## src/lrht_pkg.sv

```systemverilog
package lrht_pkg;

    // ----------------------------------------
    // clock and hang timing
    // ----------------------------------------
    localparam int CLK_PERIOD_NS  = 10;
    localparam int NS_PER_MS      = 1000000;
    localparam int HANG_LONG_MS   = 500;
    localparam int HANG_SHORT_MS  = 20;
    localparam int HANG_LONG_CYC  = HANG_LONG_MS * (NS_PER_MS / CLK_PERIOD_NS);
    localparam int HANG_SHORT_CYC = HANG_SHORT_MS * (NS_PER_MS / CLK_PERIOD_NS);
    localparam int HANG_CNT_W     = 32;

    // ----------------------------------------
    // mode select and packet layout
    // ----------------------------------------
    localparam int SEL_NET_BIT  = 0;
    localparam int SEL_FAST_BIT = 1;
    localparam int SEL_RX_BIT   = 2;
    localparam int OUT_A_BIT    = 4;
    localparam int OUT_B_BIT    = 5;
    localparam int OUT_C_BIT    = 6;
    localparam int BYTE0_HI     = 39;
    localparam int BYTE0_LO     = 32;
    localparam logic [2:0] PKT_SHORT_LEN = 3'h1;
    localparam logic [2:0] PKT_FULL_LEN  = 3'h5;
    localparam int ID_SLOTS  = 4;
    localparam int ID_IDX_W  = 2;
    localparam int ID_CNT_W  = 3;

    // ----------------------------------------
    // register map
    // ----------------------------------------
    localparam logic [7:0] ADDR_CTRL   = 8'h00;
    localparam logic [7:0] ADDR_STATUS = 8'h04;
    localparam logic [7:0] ADDR_LASTID = 8'h08;
    localparam int CTRL_LEARN_BIT  = 0;
    localparam int CTRL_FORGET_BIT = 1;
    localparam int CTRL_OFF_BIT    = 2;
    localparam int STAT_OUT_LO     = 0;
    localparam int STAT_MODE_LO    = 4;
    localparam int STAT_LEARN_BIT  = 7;
    localparam int STAT_CNT_LO     = 8;
    localparam logic [1:0] RESP_OKAY   = 2'h0;
    localparam logic [1:0] RESP_DECERR = 2'h3;

    typedef enum logic {LRHT_WATCH, LRHT_LEARN} lrht_learn_type;

endpackage

```

## src/lrht_id_if.sv

```systemverilog
`timescale 1ns/1ps
// learned sender table port group
interface lrht_id_if;
    logic [31:0] probeId;
    logic        hit;
    logic        storeEn;
    logic [31:0] storeId;
    logic        forget;
    logic [2:0]  count;
    modport store (input probeId, storeEn, storeId, forget, output hit, count);
    modport user  (output probeId, storeEn, storeId, forget, input hit, count);
endinterface

```

## src/lrht_id_table.sv

```systemverilog
`timescale 1ns/1ps
module lrht_id_table
(
    // clock and reset
    input  wire logic core_clk,
    input  wire logic sys_rst,
    // table access
    lrht_id_if.store  idBus
);

    logic [31:0]                  slot_q [lrht_pkg::ID_SLOTS];
    logic [lrht_pkg::ID_SLOTS-1:0] used_q;
    logic [lrht_pkg::ID_IDX_W-1:0] wrPtr_q;
    logic [lrht_pkg::ID_CNT_W-1:0] count_q;
    logic [31:0]                   lastStore_q;
    logic                          storedHit;

    // --------------------------------------------------
    // lookup
    // --------------------------------------------------
    function automatic logic idMatch(input logic [31:0] id);
        logic m;
        m = 1'b0;
        for (int i = 0; i < lrht_pkg::ID_SLOTS; i++)
        begin
            if (used_q[i] && slot_q[i] == id)
                m = 1'b1;
        end
        return m;
    endfunction

    assign idBus.hit   = idMatch(idBus.probeId);
    assign idBus.count = count_q;

    // storage: oldest slot is overwritten once full
    always_ff @(posedge core_clk)
    begin
        if (sys_rst || idBus.forget)
        begin
            used_q  <= '0;
            wrPtr_q <= '0;
            count_q <= '0;
        end
        else if (idBus.storeEn && !idMatch(idBus.storeId))
        begin
            slot_q[wrPtr_q]  <= idBus.storeId;
            used_q[wrPtr_q]  <= 1'b1;
            wrPtr_q          <= wrPtr_q + 1'b1;
            if (count_q != lrht_pkg::ID_CNT_W'(lrht_pkg::ID_SLOTS))
                count_q <= count_q + 1'b1;
        end
    end

    // last offered id, kept so the check sees it whatever the probe shows
    always_ff @(posedge core_clk)
    begin
        lastStore_q <= idBus.storeId;
    end

    assign storedHit = idMatch(lastStore_q);
endmodule

```

## src/lrht_receiver.sv

```systemverilog
`timescale 1ns/1ps
// Overview of operation
// - In receiver modes the block stays receiving and never enables the transmitter.
// - Switch outputs follow the three state bits of each accepted packet.
// - Select1 low: outputs hold 500 ms after last packet, then all off.
// - Select1 high: hang time is 20 ms instead of 500 ms.
// - All three selects high: network receiver with 20 ms hang time.
// - Network modes: learn pin pulse enters learn, pin also shows learn status.
// - Each switch output is driven high when its received bit is one.
// - Byte one bits 6, 5, 4 carry output c, b, a.
// - Accepted five-byte packets are forwarded whole, identifier from the header.
// - Network mode forwards nothing for unlearned senders.
// - A single all-zero byte turns all outputs off at once.
// - Non-network receiver accepts every packet whatever its sender.
// - Network receiver accepts only packets from learned senders.
// - Selects 0,0,1 pick plain 500 ms receiver; select0 high together with select2 high picks network.
module lrht_receiver
#(
    parameter int HANG_LONG_CYC  = lrht_pkg::HANG_LONG_CYC,
    parameter int HANG_SHORT_CYC = lrht_pkg::HANG_SHORT_CYC
)
(
    // clock and reset
    input  wire logic        core_clk,
    input  wire logic        sys_rst,
    // mode straps
    input  wire logic [2:0]  modeSel,
    // received radio packets
    input  wire logic        pktValid,
    input  wire logic [2:0]  pktLen,
    input  wire logic [39:0] pktData,
    input  wire logic [31:0] pktHdrId,
    // switch outputs and radio control
    output logic             switchOutputA,
    output logic             switchOutputB,
    output logic             switchOutputC,
    output logic             radioTxEn,
    // learn / status pin
    input  wire logic        learnIn,
    output logic             learnOut,
    output logic             learnOe,
    // forwarded packets
    output logic             fwdValid,
    output logic [39:0]      fwdData,
    // axi4-lite slave
    input  wire logic [7:0]  s_axi_awaddr,
    input  wire logic        s_axi_awvalid,
    output logic             s_axi_awready,
    input  wire logic [31:0] s_axi_wdata,
    input  wire logic [3:0]  s_axi_wstrb,
    input  wire logic        s_axi_wvalid,
    output logic             s_axi_wready,
    output logic [1:0]       s_axi_bresp,
    output logic             s_axi_bvalid,
    input  wire logic        s_axi_bready,
    input  wire logic [7:0]  s_axi_araddr,
    input  wire logic        s_axi_arvalid,
    output logic             s_axi_arready,
    output logic [31:0]      s_axi_rdata,
    output logic [1:0]       s_axi_rresp,
    output logic             s_axi_rvalid,
    input  wire logic        s_axi_rready
);

    // --------------------------------------------------
    // declarations
    // --------------------------------------------------
    lrht_id_if idBus ();

    logic [2:0]                      mode_q;
    logic                            modeTaken_q;
    logic [2:0]                      outs_q;
    logic [lrht_pkg::HANG_CNT_W-1:0] hangCnt_q;
    lrht_pkg::lrht_learn_type        learn_q;
    logic                            learnInPrev_q;
    logic                            fwdValid_q;
    logic [39:0]                     fwdData_q;
    logic [31:0]                     lastId_q;
    logic [7:0]                      awAddr_q;
    logic                            awHave_q;
    logic [31:0]                     wData_q;
    logic [3:0]                      wStrb_q;
    logic                            wHave_q;
    logic                            bValid_q;
    logic [1:0]                      bResp_q;
    logic                            rValid_q;
    logic [31:0]                     rData_q;
    logic [1:0]                      rResp_q;

    logic                            rxMode;
    logic                            netMode;
    logic                            fastHang;
    logic                            accept;
    logic                            zeroPkt;
    logic [2:0]                      newOuts;
    logic [lrht_pkg::HANG_CNT_W-1:0] hangLimit;
    logic                            hangExpire;
    logic                            learnRise;
    logic                            wrFire;
    logic                            ctrlWr;
    logic                            swLearn;
    logic                            swForget;
    logic                            swOff;

    // address decode shared by both bus paths
    function automatic logic addrMapped(input logic [7:0] a);
        return a == lrht_pkg::ADDR_CTRL || a == lrht_pkg::ADDR_STATUS ||
               a == lrht_pkg::ADDR_LASTID;
    endfunction

    // --------------------------------------------------
    // mode capture
    // --------------------------------------------------
    // straps are caught on the first edge after release, never during reset
    always_ff @(posedge core_clk)
    begin
        if (sys_rst)
        begin
            mode_q      <= 3'h0;
            modeTaken_q <= 1'b0;
        end
        else if (!modeTaken_q)
        begin
            mode_q      <= modeSel;
            modeTaken_q <= 1'b1;
        end
    end

    // selector bits decode the receiver variants
    assign rxMode   = modeTaken_q && mode_q[lrht_pkg::SEL_RX_BIT];
    assign netMode  = rxMode && mode_q[lrht_pkg::SEL_NET_BIT];
    assign fastHang = mode_q[lrht_pkg::SEL_FAST_BIT];

    // receive-only block: the transmitter is never keyed
    assign radioTxEn = 1'b0;

    // --------------------------------------------------
    // packet acceptance and decode
    // --------------------------------------------------
    assign idBus.probeId = pktHdrId;
    assign accept  = pktValid && rxMode && (!netMode || idBus.hit);
    assign zeroPkt = pktLen == lrht_pkg::PKT_SHORT_LEN &&
                     pktData[lrht_pkg::BYTE0_HI:lrht_pkg::BYTE0_LO] == 8'h00;
    assign newOuts = {pktData[lrht_pkg::OUT_C_BIT + lrht_pkg::BYTE0_LO],
                      pktData[lrht_pkg::OUT_B_BIT + lrht_pkg::BYTE0_LO],
                      pktData[lrht_pkg::OUT_A_BIT + lrht_pkg::BYTE0_LO]};

    // --------------------------------------------------
    // hang timer
    // --------------------------------------------------
    assign hangLimit  = fastHang ? lrht_pkg::HANG_CNT_W'(HANG_SHORT_CYC)
                                 : lrht_pkg::HANG_CNT_W'(HANG_LONG_CYC);
    assign hangExpire = outs_q != 3'h0 && hangCnt_q == hangLimit - 1'b1;

    // counter only runs while something is held high
    always_ff @(posedge core_clk)
    begin
        if (sys_rst)
            hangCnt_q <= '0;
        else if (accept)
            hangCnt_q <= '0;
        else if (outs_q != 3'h0 && !hangExpire)
            hangCnt_q <= hangCnt_q + 1'b1;
        else
            hangCnt_q <= '0;
    end

    // --------------------------------------------------
    // switch outputs
    // --------------------------------------------------
    // a fresh packet outranks expiry in the same cycle, so no false drop
    always_ff @(posedge core_clk)
    begin
        if (sys_rst || !rxMode)
            outs_q <= 3'h0;
        else if (accept && zeroPkt)
            outs_q <= 3'h0;
        else if (accept)
            outs_q <= newOuts;
        else if (hangExpire || swOff)
            outs_q <= 3'h0;
    end

    assign switchOutputA = outs_q[0];
    assign switchOutputB = outs_q[1];
    assign switchOutputC = outs_q[2];

    // --------------------------------------------------
    // learn control and status pin
    // --------------------------------------------------
    // pin is only read while we are not driving it
    always_ff @(posedge core_clk)
    begin
        if (sys_rst)
            learnInPrev_q <= 1'b0;
        else
            learnInPrev_q <= learnIn && !learnOe;
    end

    assign learnRise = learnIn && !learnOe && !learnInPrev_q;

    // entry beats exit when both land in one cycle
    always_ff @(posedge core_clk)
    begin
        if (sys_rst || !netMode)
            learn_q <= lrht_pkg::LRHT_WATCH;
        else
        begin
            case (learn_q)
                lrht_pkg::LRHT_WATCH:
                    if (learnRise || swLearn)
                        learn_q <= lrht_pkg::LRHT_LEARN;
                lrht_pkg::LRHT_LEARN:
                    if (pktValid && !learnRise && !swLearn)
                        learn_q <= lrht_pkg::LRHT_WATCH;
                default:
                    learn_q <= lrht_pkg::LRHT_WATCH;
            endcase
        end
    end

    // learning takes the header identifier, never one from the payload
    assign idBus.storeEn = learn_q == lrht_pkg::LRHT_LEARN && pktValid;
    assign idBus.storeId = pktHdrId;
    assign idBus.forget  = swForget;
    assign learnOut      = learn_q == lrht_pkg::LRHT_LEARN;
    assign learnOe       = learn_q == lrht_pkg::LRHT_LEARN;

    lrht_id_table u_table
    (
        .core_clk (core_clk),
        .sys_rst  (sys_rst),
        .idBus    (idBus)
    );

    // --------------------------------------------------
    // packet forwarding
    // --------------------------------------------------
    always_ff @(posedge core_clk)
    begin
        if (sys_rst)
        begin
            fwdValid_q <= 1'b0;
            fwdData_q  <= '0;
            lastId_q   <= '0;
        end
        else
        begin
            fwdValid_q <= accept && pktLen == lrht_pkg::PKT_FULL_LEN;
            if (accept)
            begin
                fwdData_q <= {pktData[lrht_pkg::BYTE0_HI:lrht_pkg::BYTE0_LO], pktHdrId};
                lastId_q  <= pktHdrId;
            end
        end
    end

    assign fwdValid = fwdValid_q;
    assign fwdData  = fwdData_q;

    // --------------------------------------------------
    // axi4-lite write path
    // --------------------------------------------------
    assign s_axi_awready = !awHave_q && !bValid_q;
    assign s_axi_wready  = !wHave_q && !bValid_q;
    assign wrFire        = awHave_q && wHave_q;
    assign ctrlWr        = wrFire && awAddr_q == lrht_pkg::ADDR_CTRL && wStrb_q[0];
    assign swLearn       = ctrlWr && wData_q[lrht_pkg::CTRL_LEARN_BIT];
    assign swForget      = ctrlWr && wData_q[lrht_pkg::CTRL_FORGET_BIT];
    assign swOff         = ctrlWr && wData_q[lrht_pkg::CTRL_OFF_BIT];

    // address and data are latched independently, in either order
    always_ff @(posedge core_clk)
    begin
        if (sys_rst)
        begin
            awHave_q <= 1'b0;
            wHave_q  <= 1'b0;
            awAddr_q <= 8'h00;
            wData_q  <= '0;
            wStrb_q  <= 4'h0;
        end
        else if (wrFire)
        begin
            awHave_q <= 1'b0;
            wHave_q  <= 1'b0;
        end
        else
        begin
            if (s_axi_awvalid && s_axi_awready)
            begin
                awHave_q <= 1'b1;
                awAddr_q <= s_axi_awaddr;
            end
            if (s_axi_wvalid && s_axi_wready)
            begin
                wHave_q <= 1'b1;
                wData_q <= s_axi_wdata;
                wStrb_q <= s_axi_wstrb;
            end
        end
    end

    // write response held until the master takes it
    always_ff @(posedge core_clk)
    begin
        if (sys_rst)
        begin
            bValid_q <= 1'b0;
            bResp_q  <= lrht_pkg::RESP_OKAY;
        end
        else if (wrFire)
        begin
            bValid_q <= 1'b1;
            bResp_q  <= addrMapped(awAddr_q) ? lrht_pkg::RESP_OKAY : lrht_pkg::RESP_DECERR;
        end
        else if (s_axi_bready)
            bValid_q <= 1'b0;
    end

    assign s_axi_bvalid = bValid_q;
    assign s_axi_bresp  = bResp_q;

    // --------------------------------------------------
    // axi4-lite read path
    // --------------------------------------------------
    assign s_axi_arready = !rValid_q;

    // status shows live outputs, mode, learn state and table fill
    always_ff @(posedge core_clk)
    begin
        if (sys_rst)
        begin
            rValid_q <= 1'b0;
            rData_q  <= '0;
            rResp_q  <= lrht_pkg::RESP_OKAY;
        end
        else if (s_axi_arvalid && s_axi_arready)
        begin
            rValid_q <= 1'b1;
            rResp_q  <= addrMapped(s_axi_araddr) ? lrht_pkg::RESP_OKAY : lrht_pkg::RESP_DECERR;
            rData_q  <= '0;
            if (s_axi_araddr == lrht_pkg::ADDR_STATUS)
            begin
                rData_q[lrht_pkg::STAT_OUT_LO +: 3]  <= outs_q;
                rData_q[lrht_pkg::STAT_MODE_LO +: 3] <= mode_q;
                rData_q[lrht_pkg::STAT_LEARN_BIT]    <= learnOut;
                rData_q[lrht_pkg::STAT_CNT_LO +: 3]  <= idBus.count;
            end
            else if (s_axi_araddr == lrht_pkg::ADDR_LASTID)
                rData_q <= lastId_q;
        end
        else if (s_axi_rready)
            rValid_q <= 1'b0;
    end

    assign s_axi_rvalid = rValid_q;
    assign s_axi_rdata  = rData_q;
    assign s_axi_rresp  = rResp_q;
endmodule

```

## config.mk

```make
export PLATFORM = sky130hd
export DESIGN_NAME = lrht_receiver
export DESIGN_NICKNAME = d
export VERILOG_FILES = /design/src/lrht_pkg.sv /design/src/lrht_id_if.sv /design/src/lrht_id_table.sv /design/src/lrht_receiver.sv
export SDC_FILE = /design/constraint.sdc
export NUM_CORES = 1
export LEC_CHECK = 0
export CORE_ASPECT_RATIO = 1.5
export CORE_UTILIZATION = 30
export DETAILED_ROUTE_END_ITERATION = 7
export DONT_BUFFER_PORTS = 1
export MAX_ROUTING_LAYER = met4
export PLACE_DENSITY = 0.41
export SLEW_MARGIN = 0
export SYNTH_ARGS = -nofsm -noshare
export SYNTH_HDL_FRONTEND = slang
export SYNTH_SLANG_ARGS = --single-unit
```

## constraint.sdc

```tcl
create_clock -name core_clk -period 3.4 [get_ports core_clk]
set_input_delay 0.17 -clock core_clk [delete_from_list [all_inputs] [get_ports core_clk]]
set_output_delay 0.17 -clock core_clk [all_outputs]
set_load 0.03 [all_outputs]
```

==> impl_metrics.ini, run 1 <==
[outcome]
run_status = finished, final reports clean

[routing]
drcViolationCount = 0
drt_iter0_drc = 389
ant_nets = 0
num_vias = 7028
firstDrtPassIters = 4
via_per_inst = 4.74
wl_per_cell_microns = 21.8
wirelength_mm = 32.4

[synth]
synth.most_common_cell = xor2_1
synthDominantCellAreaShare = 0.353
ys_top_cells_by_area = edfxtp_1 35%, dfxtp_1 26%, xor2_1 12%
ys_warn_count = 0
ys_types = 41
synth_top_flop_cell = dfxtp_1
syn_nets = 1076
syn_area_sq_um = 10900
synth_seq_cells = 269
synth_edf_count = 128
postSynth.asyncResetShare = 0
yosysTopAreaCell = edfxtp_1
yosys-top-cells-count = 146 x xor2_1, 141 x dfxtp_1, 136 x nor2_1
syn-instance-count = 930
yosysSeqAreaShare = 0.612
synth.avg_cell_area_sq_um = 11.7

[sta]
rsz0062_at_grt = false
drv_slew = 0
setup_viol = 0
hold_viol = 0
slew_headroom = 0.363
fin_crit_sh = 0.944
fmax_mhz = 311
tightest_slew_ns = 0.931
finalClockSkew_ns = 0.0161
fin_tns_setup_ns = 0
finalCriticalPeriod_ns = 3.21

[critical_path]
rrSetupSlack_ns = 0.19
cp-start-kind = flip-flop
worst_r2r_endpoint = fwdValid$_SDFF_PP0_
worstSetupStartpoint = u_table.slot_q[0][5]$_DFFE_PP_
cp-endpoint = fwdValid$_SDFF_PP0_
cp-end-kind = flip-flop
r2r_cells = 9
cp.required_ns = 3.91
worstPathMaxFanout = 31
path_class = flip-flop to flip-flop
r2r-start = u_table.slot_q[0][5]$_DFFE_PP_
crit_arrival_ns = 3.72

[floorplan]
die_w_microns = 158
num_io_pins = 227
dieHeight_microns = 235
die_area_sq_um = 37100
core_sq_um = 35800
start_util = 0.304
rows = 85

[cells_and_area]
area_growth_pct = 20.1
layout.nets = 1128
final_area_sq_um = 13100
fillers = 3531
antennaDiodeCount = 0
layout-drive-gt1-share = 0.0697

[cts]
cts_buffers = 29
clkTransAtPathRegs_ns = 0.07
clock-sinks = 269
cts_resized = 0
postCtsHoldBufs = 72
cts_htree_levels = 1
clock_tree.buffer_depth = 3
root_buffer = clkbuf_16
insertion_delay_ns = 0.56
cts_tree = built
cts_setup_buffers = 0

[power_and_ir_drop]
pwr_density_cell_nw_per_um2 = 547
power_leakage_nw = 4.53
vdd_drop_max_mv = 0.302

[hold_path]
hold_path.class = input port to flip-flop

[placed_design]
post-dp-hpwl_mm = 19.0
placed_cell_area_sq_um = 11300
gp_congestion = 0.717
numPortBuffers = 0

[global_route]
antenna_found_initial = 2
grt_pass1_wl_mm = 47.2
globalRouteMet3Util = 0.0284
grt_pass1_vias = 7152
grt_max_degree = 99
grt_overflow_total = 0
use_met2 = 0.318
grtUsageMet1 = 0.202
grt_busiest_layer = met2
groute.usage.overall = 0.181

[run]
drv_cap = 0
==> through the flow <==
| step | instances | hold slack [ns] | setup slack [ns] | util | total power, mW |
|---|---|---|---|---|---|
| finish | 1483 | 0.0130 | 0.189 | 0.365 | 7.15 |
| detailed placement | 1357 | 0.251 | 0.193 | 0.316 | 3.70 |
| global route | 1483 | 0.0205 | 0.0262 | 0.365 | 7.40 |
| floorplan | 930 | 0.269 | 0.460 | - | 3.72 |
| global placement | 1357 | 0.248 | 0.180 | 0.316 | 3.70 |
| CTS | 1483 | 0.00127 | 0.160 | 0.365 | 7.25 |
==> layout by cell type, fill, tap and decap left out, types with 3 or more instances in the layout <==
cell           Yosys  final
nand3_1           25     25
nor3_1            14     14
clkbuf_8           0      6
xor2_1           146    146
a22oi_1           23     23
xnor2_1           14     14
nand4_1           12     12
ha_1               7      7
a222oi_1          10     10
and2_1             3      3
and3_1            10     10
clkbuf_1          20      5
nor4_1            35     34
dlygate4sd3_1      0     71
nand2_1           47     47
edfxtp_1         128    128
dfxtp_1          141    141
nor2_1           136    136
bufinv_16          0      3
a21oi_1           25     25
inv_1             12     12
or3_1              3      3
clkbuf_16          0     31
buf_4              4     13
mux2i_1           48     48
clkbuf_2           0      4
nand3b_1           3      3
==> worst max-delay path: stages, from the launching register on <==
cell,delay (ns)
edfxtp_1,0.38
xor2_1,0.15
nor4_1,0.51
nand4_1,0.27
nor3_1,0.24
or4_4,0.19
o2111a_4,0.37
buf_12,0.27
and4_1,0.22
dlygate4sd3_1,0.54
==> how the worst min path moves through the flow <==
| stage | start | end | slack, ns | cells after the start |
|---|---|---|---|---|
| after floorplan | pktHdrId[0] | u_table.slot_q[0][0]$_DFFE_PP_ | 0.27 | 0 |
| after global placement | sys_rst | s_axi_bvalid$_SDFFE_PP0P_ | 0.25 | 1 |
| after detailed placement | sys_rst | s_axi_bvalid$_SDFFE_PP0P_ | 0.25 | 1 |
| after CTS | sys_rst | s_axi_bresp[0]$_SDFFE_PP0P_ | 0.001 | 2 |
| after global routing | sys_rst | s_axi_rdata[0]$_SDFFE_PP0P_ | 0.02 | 2 |
| final | sys_rst | s_axi_rdata[0]$_SDFFE_PP0P_ | 0.01 | 2 |
==> power by group <==
part	leakage, nW	internal [mW]	switching, mW
registers	2.29	3.41	0.0464
clock network	0.511	2.04	1.34
logic	1.73	0.133	0.180
total	4.53	5.58	1.57
==> sequential cells by signal (all words and copies together), names as in the netlist, 2 cells and up <==
signal and flops:
awAddr_q 8, u_table.used_q 4, outs_q 3, fwdData 40
u_table.wrPtr_q 2, u_table.idBus.count 3, wData_q 3, mode_q 3
s_axi_rdata 32, u_table.slot_q 128, hangCnt_q 32
==> logic make-up (layout without fill, tap and decap cells) <==
logic type / after synthesis / after routing / synth area share
and+or+nand+nor: 301 / 301 / 0.129
DFF: 269 / 269 / 0.612
xor gates and xnor gates: 160 / 160 / 0.129
buffers and inverters: 78 / 153 / 0.0347
AOI/OAI and AO/OA: 66 / 66 / 0.0425
muxes: 48 / 48 / 0.0441
adders and majority gates: 7 / 7 / 0.00804
other: 1 / 1 / 0.000344
==> per-layer routing <==
| metal | vias to the layer above | share of wire |
|---|---|---|
| met2 | 173 | 0.53 |
| met3 | 51 | 0.043 |
| met1 | 3456 | 0.40 |
| met5 | - | 0 |
| met4 | 0 | 0.032 |
| li1 | 3348 | - |
==> layout make-up <==
| cell class | instances | area, sq um | area share |
|---|---|---|---|
| Clock buffer | 46 | 897 | 0.0686 |
| Clock inverter | 8 | 124 | 0.00948 |
| Inverter | 12 | 45.0 | 0.00345 |
| Multi-Input combinational cell | 583 | 3860 | 0.296 |
| Sequential cell | 269 | 6670 | 0.510 |
| Tap cell | 478 | 598 | 0.0458 |
| Timing Repair Buffer | 87 | 876 | 0.0670 |
(Power assumes the default switching activity.)
==> run 2, diff against run 1 <==
==> constraint.sdc (replaced) <==
create_clock -name core_clk -period 4.05 [get_ports core_clk]
set_input_delay 0.2025 -clock core_clk [delete_from_list [all_inputs] [get_ports core_clk]]
set_output_delay 0.2025 -clock core_clk [all_outputs]
set_load 0.03 [all_outputs]
==> run 2 against run 1 <==
Net effect:
- routed wire length down 0.98%
- fmax fell by 3.9%
- critical endpoint is now fwdData[1]$_SDFFE_PP0P_
- hold slack improved by 0.015 ns
- critical path depth grew 1
- clock power down 21%
- cell area is 1.1% lower
- clock skew shrank 0.0065 ns
- flip-flop and latch count is the same
- largest power group unchanged
- sequential share of layout area increased by 0.57 points
- total power shrank 18%
- count of clock-buffer cells in the layout down 1
- largest cell class unchanged
==> impl_metrics.ini, run 2 (synthesis gave the netlist of run 1 again) <==
[run]
drv_cap = 0

[placed_design]
placed_cell_area_sq_um = 11300
post-dp-hpwl_mm = 19.0
numPortBuffers = 0
dp.cells = 1353
preCtsSetupSlack_ns = 0.940
gp_congestion = 0.739

[sta]
fmax_mhz = 299
rsz0062_at_grt = false
tightest_slew_ns = 0.840
timing.final.ws_setup_ns = 0.709
finalCriticalPeriod_ns = 3.34
drv_slew = 0
hold_slack_ns = 0.0278
fin_crit_sh = 0.825
slew_headroom = 0.438
finalClockSkew_ns = 0.00959
hold_viol = 0
fin_tns_setup_ns = 0
setup_viol = 0

[routing]
wl_per_cell_microns = 21.8
drt_iter0_drc = 423
wirelength_mm = 32.0
via_per_inst = 4.70
firstDrtPassIters = 5
ant_nets = 0
drcViolationCount = 0
num_vias = 6918

[global_route]
groute.usage.overall = 0.178
grt_pass1_vias = 7075
grt_overflow_total = 0
grt_max_degree = 99
grt_pass1_wl_mm = 46.7
antenna_found_initial = 0

[critical_path]
cp_slowest_cell = dlygate4sd3_1
cp.required_ns = 4.48
worstPathMaxFanout = 39
critPathMaxStageDelay_ns = 0.56
cp-end-kind = flip-flop
path_cells = xor2_1 -> nor4_1 -> nand4_1 -> nor3_1 -> or4_4 -> o2111a_4 -> buf_12 -> mux2i_1 -> nor2_1 -> dlygate4sd3_1
path_class = flip-flop to flip-flop
cp-start-kind = flip-flop
crit_arrival_ns = 3.78

[cells_and_area]
regMostFlops = u_table.slot_q
final_util = 0.361
antennaDiodeCount = 0
fillers = 3594
area_growth_pct = 18.7
largest_register_ffs = 128
final_area_sq_um = 12900
most-common-layout-cells = 146 x xor2_1, 141 x dfxtp_1, 136 x nor2_1
layout-drive-gt1-share = 0.0623
fin_cells = 1473
layout_commonest_cell = xor2_1
layout.nets = 1119

[cts]
cts_resized = 0
cts_buffers = 29
clock-sinks = 269
clkTransAtPathRegs_ns = 0.06
cts_htree_levels = 1
cts_setup_buffers = 0
insertion_delay_ns = 0.55
cts_tree = built
clock_tree.buffer_depth = 3
root_buffer = clkbuf_16

[floorplan]
num_io_pins = 227
die_area_sq_um = 37100
start_util = 0.304
die_w_microns = 158
dieHeight_microns = 235
core_sq_um = 35800
rows = 85

[power_and_ir_drop]
power_leakage_nw = 4.43
power_mw = 5.84
pwr_density_cell_nw_per_um2 = 452
vdd_drop_max_mv = 0.304

[outcome]
run_status = finished, final reports clean

[hold_path]
hold_path.class = input port to flip-flop
-- run 2: worst paths after layout --
path	cells after the start	end	startpoint	slack, ns
max	10	fwdData[1]$_SDFFE_PP0P_	u_table.slot_q[0][18]$_DFFE_PP_	0.71
min	3	learnOe$_SDFF_PP0_	learnIn	0.03
max reg2reg	10	fwdData[1]$_SDFFE_PP0P_	u_table.slot_q[0][18]$_DFFE_PP_	0.71
min reg2reg	1	hangCnt_q[0]$_SDFF_PP0_	hangCnt_q[0]$_SDFF_PP0_	0.45
-- run 2: cell type report --
class,instances,area (sq um),share of cell area
Clock buffer,45,900,0.0696
Clock inverter,8,68.8,0.00532
Inverter,12,45.0,0.00348
Multi-Input combinational cell,583,3860,0.299
Sequential cell,269,6670,0.516
Tap cell,478,598,0.0463
Timing Repair Buffer,78,783,0.0606
-- run 2: per-layer routing --
layer / vias up / GRT usage / wire length, microns / part of all wire
li1: 3319 / - / - / -
met1: 3427 / 0.195 / 12800 / 0.40
met2: 140 / 0.332 / 17400 / 0.54
met3: 32 / 0.0250 / 1180 / 0.037
met4: 0 / 0.0453 / 590 / 0.018
met5: - / - / 0 / 0
-- run 2: power breakdown --
part	internal (mW)	switching, mW
logic	0.106	0.148
registers	2.87	0.0387
clock network	1.58	1.10
total	4.56	1.29
-- run 2: worst max-delay path, delay by kind of cell (launching register included) --
kind	cells	cell delay, ns
AOI/OAI and AO/OA	1	0.37
xor gates and xnor gates	1	0.15
buffers and inverters	2	0.84
DFF	1	0.37
muxes	1	0.22
and+or+nand+nor	5	1.26
-- run 2: timing repair --
action | in CTS | in global routing
hold endpoints to repair | 230 | 0
setup endpoints to repair | 0 | 0
hold buffers | 67 | 0
